[src/core/dtc_pkg.sv]
// Package for the dual 8-bit timer pair: register indices, field layouts, reset values.
// Assumes an APB master with 32-bit data; byte address is four times the register index.
`default_nettype none
package dtc_pkg;
    localparam int unsigned ADDR_W = 16;
    localparam int unsigned IDX_W  = 14;

    // Register indices (byte address = index * 4)
    localparam logic [IDX_W-1:0] IDX_CHAN0_COMPARE     = 14'h0026;
    localparam logic [IDX_W-1:0] IDX_CHAN1_COMPARE     = 14'h0027;
    localparam logic [IDX_W-1:0] IDX_CHAN0_PULSE_WIDTH = 14'h0028;
    localparam logic [IDX_W-1:0] IDX_CHAN1_PULSE_WIDTH = 14'h0029;
    localparam logic [IDX_W-1:0] IDX_CHAN0_MODE_CONFIG = 14'h002a;
    localparam logic [IDX_W-1:0] IDX_CHAN1_MODE_CONFIG = 14'h002b;
    localparam logic [IDX_W-1:0] IDX_PAIR_SHARED_CTRL  = 14'h002c;
    localparam logic [IDX_W-1:0] IDX_CHAN0_COUNT       = 14'h0030;
    localparam logic [IDX_W-1:0] IDX_CHAN1_COUNT       = 14'h0031;
    localparam logic [IDX_W-1:0] IDX_CLOCK_GATE0       = 14'h0f74;

    // Reset values
    localparam logic [7:0] RST_COMPARE     = 8'hff;
    localparam logic [7:0] RST_PULSE_WIDTH = 8'hff;
    localparam logic [7:0] RST_MODE_CONFIG = 8'hc0;
    localparam logic [3:0] RST_SHARED_CTRL = 4'h0;
    localparam logic [7:0] RST_CLOCK_GATE  = 8'h00;

    // Field positions and widths
    localparam int unsigned GATE_EN_BIT   = 4;
    localparam int unsigned CTRL_W        = 4;
    localparam int unsigned PRESCALE_W    = 11;
    localparam int unsigned LF_DIV_W      = 4;

    // Operating modes
    localparam logic [1:0] MODE_TIMER_A = 2'h0;
    localparam logic [1:0] MODE_TIMER_B = 2'h1;
    localparam logic [1:0] MODE_PWM     = 2'h2;
    localparam logic [1:0] MODE_PPG     = 2'h3;

    // Clock select codes usable from the low-frequency clock
    localparam logic [2:0] CKSEL_LF16 = 3'h0;
    localparam logic [2:0] CKSEL_LF8  = 3'h1;
    localparam logic [2:0] CKSEL_LF4  = 3'h7;
    localparam logic [3:0] LF16_MASK  = 4'hf;
    localparam logic [3:0] LF8_MASK   = 4'h7;
    localparam logic [3:0] LF4_MASK   = 4'h3;

    // Gear-clock prescale masks per clock-select code: /2^11 /2^10 /2^8 /2^6 /2^4 /2^2 /2 /1
    localparam logic [10:0] GEAR_MASK [8] = '{11'h7ff, 11'h3ff, 11'h0ff, 11'h03f,
                                              11'h00f, 11'h003, 11'h001, 11'h000};

    // Mode register layout, bit 7 down to bit 0
    typedef struct packed {
        logic       output_flop_init;
        logic       double_buffer_enable;
        logic [2:0] clock_select;
        logic       external_source_select;
        logic [1:0] operating_mode;
    } dtc_mode_s;

    // Shared control layout, bit 3 down to bit 0
    typedef struct packed {
        logic output_and_select;
        logic cascade;
        logic chan1_run;
        logic chan0_run;
    } dtc_ctrl_s;
endpackage
`default_nettype wire

[src/core/dtc_timer_pair.sv]
// Dual 8-bit timer/counter pair with 16-bit cascade, APB register slave and output pins.
// Assumes pins and the sampled low-frequency clock are synchronous to sys_clk; APB zero-wait slave.
//
// The APB register port is this design's own decision.
`default_nettype none
module dtc_timer_pair #(
    parameter int unsigned CNT_W = 8
) (
    input  wire logic                        sys_clk,
    input  wire logic                        rstn,
    input  wire logic                        psel,
    input  wire logic                        penable,
    input  wire logic                        pwrite,
    input  wire logic [dtc_pkg::ADDR_W-1:0]  paddr,
    input  wire logic [31:0]                 pwdata,
    output logic      [31:0]                 prdata,
    output logic                             pready,
    output logic                             pslverr,
    input  wire logic                        low_freq_clock,
    input  wire logic                        low_freq_osc_ok,
    input  wire logic                        low_power_mode,
    input  wire logic                        stop_mode_entry,
    input  wire logic                        chan0_count_input_pin,
    input  wire logic                        chan1_count_input_pin,
    output logic                             chan0_match_irq,
    output logic                             chan1_match_irq,
    output logic                             chan0_pwm_pin,
    output logic                             chan0_pulse_gen_pin,
    output logic                             chan1_pwm_pin,
    output logic                             chan1_pulse_gen_pin
);
    dtc_pkg::dtc_mode_s                  mode_reg [2];
    dtc_pkg::dtc_ctrl_s                  ctrl_reg;
    logic [7:0]                          gate_reg;
    logic [CNT_W-1:0]                    cmp_buf_reg [2];
    logic [CNT_W-1:0]                    cmp_act_reg [2];
    logic [CNT_W-1:0]                    pw_reg [2];
    logic [CNT_W-1:0]                    cnt_reg [2];
    logic [dtc_pkg::PRESCALE_W-1:0]      pre_reg;
    logic [dtc_pkg::LF_DIV_W-1:0]        lf_div_reg;
    logic                                lf_prev_reg;
    logic [1:0]                          pin_prev_reg;
    logic [1:0]                          out_ff_reg;
    logic [31:0]                         prdata_reg;
    logic                                pready_reg;
    logic                                pslverr_reg;
    logic [1:0]                          irq_reg;
    logic [3:0]                          pin_reg;

    logic                                gate_on;
    logic                                lf_rise;
    logic [1:0]                          pin_fall;
    logic [1:0]                          run_eff;
    logic [1:0]                          tick;
    logic [1:0]                          hit;
    logic [1:0]                          pw_hit;
    logic                                hit16;
    logic [2*CNT_W-1:0]                  cnt16;
    logic [2*CNT_W-1:0]                  cmp16;
    logic                                setup_ph;
    logic                                wr_en;
    logic [dtc_pkg::IDX_W-1:0]           idx;
    logic                                mapped;
    logic [31:0]                         rd_mux;
    logic [1:0]                          ch_out;
    dtc_pkg::dtc_mode_s                  src_cfg [2];

    // Picks one channel's count tick from its source configuration
    function automatic logic src_tick(input dtc_pkg::dtc_mode_s cfg,
                                      input logic lp,
                                      input logic osc_ok,
                                      input logic [dtc_pkg::PRESCALE_W-1:0] pre,
                                      input logic [dtc_pkg::LF_DIV_W-1:0] lfd,
                                      input logic lfr,
                                      input logic pfall);
        logic t;
        t = 1'b0;
        if (cfg.external_source_select) begin
            t = pfall;
        end else if (lp) begin
            // Low-frequency codes only; others give no clock
            if (cfg.clock_select == dtc_pkg::CKSEL_LF16) begin
                t = lfr && ((lfd & dtc_pkg::LF16_MASK) == dtc_pkg::LF16_MASK);
            end else if (cfg.clock_select == dtc_pkg::CKSEL_LF8) begin
                t = lfr && ((lfd & dtc_pkg::LF8_MASK) == dtc_pkg::LF8_MASK);
            end else if (cfg.clock_select == dtc_pkg::CKSEL_LF4) begin
                t = lfr && ((lfd & dtc_pkg::LF4_MASK) == dtc_pkg::LF4_MASK);
            end
            t = t && osc_ok;
        end else begin
            t = (pre & dtc_pkg::GEAR_MASK[cfg.clock_select]) ==
                dtc_pkg::GEAR_MASK[cfg.clock_select];
        end
        return t;
    endfunction

    function automatic logic is_timer_mode(input dtc_pkg::dtc_mode_s cfg);
        return (cfg.operating_mode == dtc_pkg::MODE_TIMER_A) ||
               (cfg.operating_mode == dtc_pkg::MODE_TIMER_B);
    endfunction

    always_comb begin
        gate_on   = gate_reg[dtc_pkg::GATE_EN_BIT];
        lf_rise   = low_freq_clock && !lf_prev_reg;
        pin_fall  = pin_prev_reg & ~{chan1_count_input_pin, chan0_count_input_pin};
        run_eff[1] = ctrl_reg.chan1_run;
        run_eff[0] = ctrl_reg.cascade ? ctrl_reg.chan1_run : ctrl_reg.chan0_run;
        src_cfg[1] = mode_reg[1];
        src_cfg[0] = ctrl_reg.cascade ? mode_reg[1] : mode_reg[0];
        for (int i = 0; i < 2; i++) begin
            tick[i] = gate_on && run_eff[i] &&
                      src_tick(src_cfg[i], low_power_mode, low_freq_osc_ok, pre_reg,
                               lf_div_reg, lf_rise, pin_fall[ctrl_reg.cascade ? 1 : i]);
            hit[i]    = tick[i] && (cnt_reg[i] == cmp_act_reg[i]);
            pw_hit[i] = tick[i] && (cnt_reg[i] == pw_reg[i]);
        end
        cnt16 = {cnt_reg[1], cnt_reg[0]};
        cmp16 = {cmp_act_reg[1], cmp_act_reg[0]};
        hit16 = tick[1] && (cnt16 == cmp16);
        for (int i = 0; i < 2; i++) begin
            ch_out[i] = is_timer_mode(mode_reg[i]) ? 1'b1 : out_ff_reg[i];
        end
    end

    // APB decode: no wait cycle; read data is captured in the setup cycle so it leaves a flip-flop
    always_comb begin
        setup_ph = psel && !penable;
        wr_en    = psel && penable && pwrite && pready_reg && !pslverr_reg;
        idx      = paddr[dtc_pkg::ADDR_W-1:2];
        mapped   = 1'b1;
        rd_mux   = 32'h0000_0000;
        if (paddr[1:0] != 2'h0) begin
            mapped = 1'b0;
        end else if (idx == dtc_pkg::IDX_CHAN0_COMPARE) begin
            rd_mux[CNT_W-1:0] = cmp_buf_reg[0];
        end else if (idx == dtc_pkg::IDX_CHAN1_COMPARE) begin
            rd_mux[CNT_W-1:0] = cmp_buf_reg[1];
        end else if (idx == dtc_pkg::IDX_CHAN0_PULSE_WIDTH) begin
            rd_mux[CNT_W-1:0] = pw_reg[0];
        end else if (idx == dtc_pkg::IDX_CHAN1_PULSE_WIDTH) begin
            rd_mux[CNT_W-1:0] = pw_reg[1];
        end else if (idx == dtc_pkg::IDX_CHAN0_MODE_CONFIG) begin
            rd_mux[7:0] = mode_reg[0];
        end else if (idx == dtc_pkg::IDX_CHAN1_MODE_CONFIG) begin
            rd_mux[7:0] = mode_reg[1];
        end else if (idx == dtc_pkg::IDX_PAIR_SHARED_CTRL) begin
            rd_mux[dtc_pkg::CTRL_W-1:0] = ctrl_reg;
        end else if (idx == dtc_pkg::IDX_CHAN0_COUNT) begin
            rd_mux[CNT_W-1:0] = cnt_reg[0];
        end else if (idx == dtc_pkg::IDX_CHAN1_COUNT) begin
            rd_mux[CNT_W-1:0] = cnt_reg[1];
        end else if (idx == dtc_pkg::IDX_CLOCK_GATE0) begin
            rd_mux[7:0] = gate_reg;
        end else begin
            mapped = 1'b0;
        end
    end

    always_ff @(posedge sys_clk or negedge rstn) begin
        if (!rstn) begin
            pready_reg  <= 1'b0;
            pslverr_reg <= 1'b0;
            prdata_reg  <= 32'h0000_0000;
        end else begin
            pready_reg  <= setup_ph;
            pslverr_reg <= setup_ph && !mapped;
            if (setup_ph) begin
                prdata_reg <= rd_mux;
            end
        end
    end

    // Clock gate register
    always_ff @(posedge sys_clk or negedge rstn) begin
        if (!rstn) begin
            gate_reg <= dtc_pkg::RST_CLOCK_GATE;
        end else if (wr_en && idx == dtc_pkg::IDX_CLOCK_GATE0) begin
            gate_reg <= pwdata[7:0];
        end
    end

    // Shared control: STOP entry wins over a write
    always_ff @(posedge sys_clk or negedge rstn) begin
        if (!rstn) begin
            ctrl_reg <= dtc_pkg::RST_SHARED_CTRL;
        end else if (stop_mode_entry) begin
            ctrl_reg.chan0_run <= 1'b0;
            ctrl_reg.chan1_run <= 1'b0;
        end else if (wr_en && idx == dtc_pkg::IDX_PAIR_SHARED_CTRL) begin
            ctrl_reg.chan0_run <= pwdata[0];
            ctrl_reg.chan1_run <= pwdata[1];
            // Current run state decides, so a starting write still lands
            if (!ctrl_reg.chan0_run && !ctrl_reg.chan1_run) begin
                ctrl_reg.cascade           <= pwdata[2];
                ctrl_reg.output_and_select <= pwdata[3];
            end
        end
    end

    // Mode registers locked while their channel runs
    always_ff @(posedge sys_clk or negedge rstn) begin
        if (!rstn) begin
            mode_reg[0] <= dtc_pkg::RST_MODE_CONFIG;
            mode_reg[1] <= dtc_pkg::RST_MODE_CONFIG;
        end else if (wr_en) begin
            if (idx == dtc_pkg::IDX_CHAN0_MODE_CONFIG && !run_eff[0]) begin
                mode_reg[0] <= pwdata[7:0];
            end
            if (idx == dtc_pkg::IDX_CHAN1_MODE_CONFIG && !run_eff[1]) begin
                mode_reg[1] <= pwdata[7:0];
            end
        end
    end

    // Pulse width registers
    always_ff @(posedge sys_clk or negedge rstn) begin
        if (!rstn) begin
            pw_reg[0] <= dtc_pkg::RST_PULSE_WIDTH;
            pw_reg[1] <= dtc_pkg::RST_PULSE_WIDTH;
        end else if (wr_en) begin
            if (idx == dtc_pkg::IDX_CHAN0_PULSE_WIDTH) begin
                pw_reg[0] <= pwdata[CNT_W-1:0];
            end
            if (idx == dtc_pkg::IDX_CHAN1_PULSE_WIDTH) begin
                pw_reg[1] <= pwdata[CNT_W-1:0];
            end
        end
    end

    // Compare: buffer holds the last write, active copy is matched against
    always_ff @(posedge sys_clk or negedge rstn) begin
        if (!rstn) begin
            cmp_buf_reg[0] <= dtc_pkg::RST_COMPARE;
            cmp_buf_reg[1] <= dtc_pkg::RST_COMPARE;
            cmp_act_reg[0] <= dtc_pkg::RST_COMPARE;
            cmp_act_reg[1] <= dtc_pkg::RST_COMPARE;
        end else begin
            for (int i = 0; i < 2; i++) begin
                if ((ctrl_reg.cascade ? hit16 : hit[i]) && src_cfg[i].double_buffer_enable) begin
                    cmp_act_reg[i] <= cmp_buf_reg[i];
                end
                if (wr_en && idx == (i == 0 ? dtc_pkg::IDX_CHAN0_COMPARE : dtc_pkg::IDX_CHAN1_COMPARE)) begin
                    cmp_buf_reg[i] <= pwdata[CNT_W-1:0];
                    if (!run_eff[i] || !src_cfg[i].double_buffer_enable) begin
                        cmp_act_reg[i] <= pwdata[CNT_W-1:0];
                    end
                end
            end
        end
    end

    // Prescaler and low-frequency divider, both halted by the clock gate
    always_ff @(posedge sys_clk or negedge rstn) begin
        if (!rstn) begin
            pre_reg      <= '0;
            lf_div_reg   <= '0;
            lf_prev_reg  <= 1'b0;
            pin_prev_reg <= 2'h0;
        end else begin
            lf_prev_reg  <= low_freq_clock;
            pin_prev_reg <= {chan1_count_input_pin, chan0_count_input_pin};
            if (gate_on) begin
                pre_reg <= pre_reg + 1'b1;
                if (lf_rise) begin
                    lf_div_reg <= lf_div_reg + 1'b1;
                end
            end
        end
    end

    // Up counters, 8-bit each or one 16-bit pair
    always_ff @(posedge sys_clk or negedge rstn) begin
        if (!rstn) begin
            cnt_reg[0] <= '0;
            cnt_reg[1] <= '0;
        end else if (ctrl_reg.cascade) begin
            if (!run_eff[1]) begin
                cnt_reg[0] <= '0;
                cnt_reg[1] <= '0;
            end else if (hit16) begin
                cnt_reg[0] <= '0;
                cnt_reg[1] <= '0;
            end else if (tick[1]) begin
                {cnt_reg[1], cnt_reg[0]} <= cnt16 + 1'b1;
            end
        end else begin
            for (int i = 0; i < 2; i++) begin
                if (!run_eff[i]) begin
                    cnt_reg[i] <= '0;
                end else if (hit[i]) begin
                    cnt_reg[i] <= '0;
                end else if (tick[i]) begin
                    cnt_reg[i] <= cnt_reg[i] + 1'b1;
                end
            end
        end
    end

    // Output flops for PWM/PPG; idle value is the programmed init level
    always_ff @(posedge sys_clk or negedge rstn) begin
        if (!rstn) begin
            out_ff_reg <= 2'h3;
        end else begin
            for (int i = 0; i < 2; i++) begin
                if (!run_eff[i] || hit[i]) begin
                    out_ff_reg[i] <= mode_reg[i].output_flop_init;
                end else if (pw_hit[i]) begin
                    out_ff_reg[i] <= !mode_reg[i].output_flop_init;
                end
            end
        end
    end

    // Match requests, one-cycle pulses
    always_ff @(posedge sys_clk or negedge rstn) begin
        if (!rstn) begin
            irq_reg <= 2'h0;
        end else begin
            irq_reg[0] <= !ctrl_reg.cascade && hit[0];
            irq_reg[1] <= ctrl_reg.cascade ? hit16 : hit[1];
        end
    end

    // Pins: channel 0 idles high when ANDed or cascaded
    always_ff @(posedge sys_clk or negedge rstn) begin
        if (!rstn) begin
            pin_reg <= 4'hf;
        end else begin
            if (ctrl_reg.output_and_select || ctrl_reg.cascade) begin
                pin_reg[1:0] <= 2'h3;
            end else begin
                pin_reg[1:0] <= {2{ch_out[0]}};
            end
            if (ctrl_reg.output_and_select) begin
                pin_reg[3:2] <= {2{ch_out[0] & ch_out[1]}};
            end else begin
                pin_reg[3:2] <= {2{ch_out[1]}};
            end
        end
    end

    assign prdata              = prdata_reg;
    assign pready              = pready_reg;
    assign pslverr             = pslverr_reg;
    assign chan0_match_irq     = irq_reg[0];
    assign chan1_match_irq     = irq_reg[1];
    assign chan0_pwm_pin       = pin_reg[0];
    assign chan0_pulse_gen_pin = pin_reg[1];
    assign chan1_pwm_pin       = pin_reg[2];
    assign chan1_pulse_gen_pin = pin_reg[3];
endmodule
`default_nettype wire

[config.mk]
export PLATFORM = sky130hd
export DESIGN_NAME = dtc_timer_pair
export DESIGN_NICKNAME = d
export VERILOG_FILES = /design/src/core/dtc_pkg.sv /design/src/core/dtc_timer_pair.sv
export SDC_FILE = /design/constraint.sdc
export NUM_CORES = 1
export LEC_CHECK = 0
export ABC_AREA = 1
export BUFFER_PORTS_ARGS = -buffer_cell sky130_fd_sc_hd__buf_2
export CAP_MARGIN = 10
export CORE_ASPECT_RATIO = 1.5
export CORE_MARGIN = 2
export CORE_UTILIZATION = 55
export DETAILED_ROUTE_END_ITERATION = 12
export GPL_ROUTABILITY_DRIVEN = 0
export PLACE_DENSITY = 0.76
export SYNTH_ARGS = -nofsm -noshare
export SYNTH_HDL_FRONTEND = slang
export SYNTH_SLANG_ARGS = --single-unit
[constraint.sdc]
create_clock -name sys_clk -period 2.55 [get_ports sys_clk]
set_input_delay 0.6375 -clock sys_clk [delete_from_list [all_inputs] [get_ports sys_clk]]
set_output_delay 0.6375 -clock sys_clk [all_outputs]
set_load 0.05 [all_outputs]
==> results.yml, run 1 <==
grt:
  grt_pass1_wl_um: 34860
  track_usage_pct: 30.19
  grt_pass1_vias: 6839
  grt-ovfl-total: 0
  grt_max_degree: 50
  antenna_found_initial: 0
power_and_ir_drop:
  p_per_area_nw_per_um2: 527.4
  p_total_mw: 4.665
  cellLeakagePower_nw: 4.454
  peakVddDrop_mv: 0.3656
drt:
  firstDrtPassIters: 6
  via_per_inst: 5.382
  post_drt_wl_per_cell_um: 16.37
  vias: 7158
  final_antenna_net_count: 0
  drt_wl_total_um: 21780
  drc: 0
  drt_iter0_drc: 515
final_layout:
  multiInputGateArea_um2: 3834
  nFillCells: 1302
  regArea_um2: 3223
  syn2layout_area_growth_pct: 12.38
  num_antenna_cells: 0
  nNetsFinal: 1189
  drive_gt1_share_pct: 19.16
floorplan:
  chipWidth_um: 101.7
  die_h_um: 150.5
  die_area_um2: 15300
  design.core.area_um2: 13990
  rows: 53
  initial_core_util_pct: 56.26
  ios: 99
timing:
  worst_pin_slew_ps: 559.1
  slew-limit-headroom_pct: 62.62
  tns_ps: 0
  final.period_utilization_pct: 92.46
  max_freq_mhz: 424.1
  post-route-min-period_ps: 2358
  slew_violations: 0
  timing.final.hold_violations: 0
  setup_viol: 0
  rsz0062_at_grt: "no"
  skew_ps: 10.74
clock_network:
  cts_buffers: 17
  cts.path.max_buffers: 2
  cts_setup_buffers: 0
  cts_resized: 0
  clk_pin_slew_worst_paths_ps: 60
  cts_hold_buf: 0
  cts.sinks: 126
  cts_tree: "done"
  cts.htree.levels: 4
  clockRootBuffer: "clkbuf_16"
  clkLatencyLatePin_ps: 430
place:
  port_buffers: 50
  place_hpwl_um: 16300
job:
  cap_violations: 0
critical_path:
  cpMostUsedCell: "nand2_1"
  critical_path_class: "flop to flop"
  start_kind: "flop"
  crit_fanout: 8
  cp_cell_sequence: "ha_1 -> ha_1 -> nand3_1 -> nand2_1 -> nand2_1 -> o21ai_1 -> nand3b_1 -> nand3_1 -> nand2_1 -> inv_2 -> nand2_1 -> nand2_2 -> o21ai_4 -> and3_1"
  r2r-start: "lf_div_reg[0]"
  worstPathRequired_ps: 2870
  cp_slowest_cell: "dfrtp_1"
  worstPathArrival_ps: 2670
  critPathMaxStageDelay_ps: 390
  worstSetupEndpointType: "flop"
  crit_path_start: "lf_div_reg[0]"
logic_synthesis:
  async_flop_share_pct: 100.0
  seq_area_frac_synth_pct: 40.95
  synth_cell_types: 51
  syn_inst: 1068
  netlist_area_um2: 7871
  synth_area_per_cell_um2: 7.370
  synth_edf_count: 0
  synth_warnings: 0
  ys_seq_elements: 126
  synth_flop_cell: "dfrtp_1"
hold_path:
  hold_class: "input port to async pin"
status:
  status: "completed"
## cell type report
type                            count  share of cell area [%]
Clock inverter                     13                   1.386
Multi-Input combinational cell    767                   43.34
Inverter                          143                   6.153
Clock buffer                       19                   5.134
Tap cell                          192                   2.716
Sequential cell                   126                   36.44
Timing Repair Buffer               70                   4.837
## cells by family after synthesis
| logic type | after synthesis | synth area share, % |
|---|---|---|
| other | 1 | 0.04764 |
| adder cells (fa/ha/maj) | 5 | 0.7948 |
| flip-flops | 126 | 40.95 |
| buffers and inverters | 198 | 11.52 |
| multiplexers | 4 | 0.5404 |
| AO/OA/AOI/OAI | 160 | 11.24 |
| AND/OR/NAND/NOR | 525 | 29.45 |
| XOR/XNOR | 49 | 5.452 |
## cells in the mapped netlist (10+ instances only)
cell / instances / share of area, %
nand3_1: 64 / 4.1
nor2_1: 62 / 3.0
a21oi_1: 22 / 1.4
buf_4: 26 / 2.5
dfstp_2: 56 / 19
inv_2: 15 / 0.72
o21ai_0: 101 / 6.4
xor2_1: 45 / 5.0
dfrtp_1: 70 / 22
nand2_1: 324 / 15
clkbuf_1: 12 / 0.57
buf_2: 10 / 0.64
nor2_2: 11 / 0.87
nand4_1: 15 / 1.2
nand2_2: 10 / 0.79
inv_1: 125 / 6.0
nor3_1: 15 / 0.95
## worst max-delay path, delay by kind of cell, from the launching register on
family / cells / cell delay, ps
and+or+nand+nor: 9 / 1120
DFF: 1 / 390
buffers and inverters: 1 / 150
adders and majority gates: 2 / 370
AOI/OAI and AO/OA: 2 / 210
## path summary, 6_finish.rpt
check | cells after the start | endpoint | slack (ps)
max reg2reg | 14 | cnt16[7] | 190
min | 1 | lf_div_reg[0] | 170
min in group sys_clk | 1 | pin_prev_reg[1] | 340
min reg2reg | 1 | lf_div_reg[3] | 470
max in group asynchronous | 2 | mode_reg[6] | 1680
max | 14 | cnt16[7] | 190
## placed cells by master, fill, tap and decap left out, types with 18 or more instances in the layout
| cell type | n |
|---|---|
| inv_1 | 125 |
| buf_2 | 49 |
| buf_4 | 19 |
| clkbuf_16 | 18 |
| nand3_1 | 64 |
| nand2_1 | 324 |
| o21ai_0 | 101 |
| conb_1 | 24 |
| dfrtp_1 | 70 |
| a21oi_1 | 22 |
| nor2_1 | 62 |
| dfstp_2 | 56 |
| xor2_1 | 45 |
## routing by layer
| metal | vias up | track usage (%) | part of all wire (%) |
|---|---|---|---|
| met3 | 99 | 4.782 | 5.6 |
| li1 | 3476 | - | - |
| met1 | 3273 | 35.06 | 38 |
| met5 | - | 0 | 0 |
| met4 | 0 | 19.73 | 6.6 |
| met2 | 310 | 50.82 | 50 |
## per-stage QoR
stage	cells	setup slack, ps	hold slack (ps)	area, µm²	util (%)
CTS	1330	215.3	187.6	8846	63.22
global placement	1298	146.5	459.8	8269	59.10
floorplan	1091	536.7	341.9	7958	-
global route	1330	17.54	218.4	8846	63.22
detailed placement	1298	130.0	457.3	8269	59.10
finish	1330	192.2	173.3	8846	63.22
## where the power goes
part           switching (mW)  internal (mW)
clock network           0.989           1.42
logic                   0.207         0.0416
registers             0.00206           2.01
Note: power is estimated with default switching activity, not from simulation.
==> inputs of run 2 (changes only) <==
--- a/config.mk
+++ b/config.mk
@@ -13,6 +13,7 @@
 export CORE_UTILIZATION = 55
 export DETAILED_ROUTE_END_ITERATION = 12
 export GPL_ROUTABILITY_DRIVEN = 0
+export MAX_ROUTING_LAYER = met4
 export PLACE_DENSITY = 0.76
 export SYNTH_ARGS = -nofsm -noshare
 export SYNTH_HDL_FRONTEND = slang
==> results.yml, run 2 (synthesis results as in run 1) <==
timing:
  timing.final.hold_violations: 0
  rsz0062_at_grt: "no"
  post-route-min-period_ps: 2350
  skew_ps: 11.11
  final.period_utilization_pct: 92.17
  tns_ps: 0
  slew_violations: 0
  timing.hold.ws_ps: 172.0
  max_freq_mhz: 425.5
  setup_viol: 0
  fin_ws_ps: 199.8
  worst_pin_slew_ps: 554.3
  slew-limit-headroom_pct: 62.94
critical_path:
  r2r-start: "lf_div_reg[0]"
  r2r_slack_ps: 200
  critical_path_class: "flop to flop"
  start_kind: "flop"
  cp-endpoint: "cnt16[7]"
  worstRegToRegCells: 14
  crit_fanout: 8
  worstPathRequired_ps: 2870
  r2r_end: "cnt16[7]"
  worstPathArrival_ps: 2670
  worstSetupEndpointType: "flop"
  crit_path_start: "lf_div_reg[0]"
power_and_ir_drop:
  cellLeakagePower_nw: 4.454
  peakVddDrop_mv: 0.3679
  p_per_area_nw_per_um2: 526.6
final_layout:
  design_area_um2: 8846
  syn2layout_area_growth_pct: 12.38
  nNetsFinal: 1189
  multiInputGateArea_um2: 3834
  final_core_util_pct: 63.22
  num_antenna_cells: 0
  nFillCells: 1302
  drive_gt1_share_pct: 19.16
  regArea_um2: 3223
  layout_common_cells: "nand2_1, inv_1, o21ai_0"
  final_common_cell: "nand2_1"
floorplan:
  die_h_um: 150.5
  rows: 53
  design.core.area_um2: 13990
  chipWidth_um: 101.7
  initial_core_util_pct: 56.26
  ios: 99
  die_area_um2: 15300
drt:
  post_drt_wl_per_cell_um: 16.43
  vias: 7150
  final_antenna_net_count: 0
  via_per_inst: 5.376
  drt_wl_total_um: 21860
  drt_iter0_drc: 546
  drc: 0
  firstDrtPassIters: 6
grt:
  track_usage_pct: 31.04
  antenna_found_initial: 0
  grt-ovfl-total: 0
  grt_pass1_wl_um: 34850
  grt_max_degree: 50
  grt_pass1_vias: 6840
clock_network:
  clockRootBuffer: "clkbuf_16"
  cts_tree: "done"
  cts.path.max_buffers: 2
  cts_buffers: 17
  cts.sinks: 126
  cts_setup_buffers: 0
  clkLatencyLatePin_ps: 430
  cts_resized: 0
  cts_hold_buf: 0
  cts.htree.levels: 4
  clk_pin_slew_worst_paths_ps: 60
place:
  place_hpwl_um: 16300
  port_buffers: 50
  dpl_cell_area_um2: 8269
  place_ws_ps: 130.0
job:
  cap_violations: 0
status:
  status: "completed"
hold_path:
  hold_class: "input port to async pin"
==> run 2: cell type report <==
cell class	count	share of cell area (%)
multi-input combinational	767	43.34
timing repair buffer	70	4.837
inverter	143	6.153
clock inverter	13	1.386
tap	192	2.716
clock buffer	19	5.134
sequential	126	36.44
==> run 2: worst min path at each step <==
| stage | startpoint | endpoint | slack, ps | cells past startpoint |
|---|---|---|---|---|
| global route | rstn | lf_div_reg[0] | 220 | 1 |
| detailed placement | lf_div_reg[3] | lf_div_reg[3] | 460 | 1 |
| finish | rstn | lf_div_reg[0] | 170 | 1 |
| CTS | rstn | lf_div_reg[0] | 190 | 1 |
| global placement | lf_div_reg[3] | lf_div_reg[3] | 460 | 1 |
| floorplan | rstn | cnt16[0] | 340 | 0 |
==> run 2: stage by stage <==
stage / std cells / total power [mW]
6_report: 1330 / 4.658
5_1_grt: 1330 / 4.793
4_1_cts: 1330 / 4.679
3_5_place_dp: 1298 / 2.290
3_3_place_gp: 1298 / 2.287
2_1_floorplan: 1091 / 2.205
==> run 2: layer usage <==
layer	GRT usage, %	routed length [µm]
met1	35.18	8441
met2	50.79	10870
met3	4.550	1068
met4	19.73	1478
met5	-	0
==> run 2: power by group <==
group	switching [mW]	internal, mW
Combinational	0.207	0.0416
Sequential	0.00206	2.01
Clock	0.983	1.42
Total	1.19	3.47
==> run 2: worst max-delay path, cell delays in order (launching register included) <==
cell,delay (ps)
dfrtp_1,390
ha_1,210
ha_1,160
nand3_1,90
nand2_1,70
nand2_1,50
o21ai_1,70
nand3b_1,90
nand3_1,120
nand2_1,100
inv_2,150
nand2_1,160
nand2_2,230
o21ai_4,140
and3_1,200
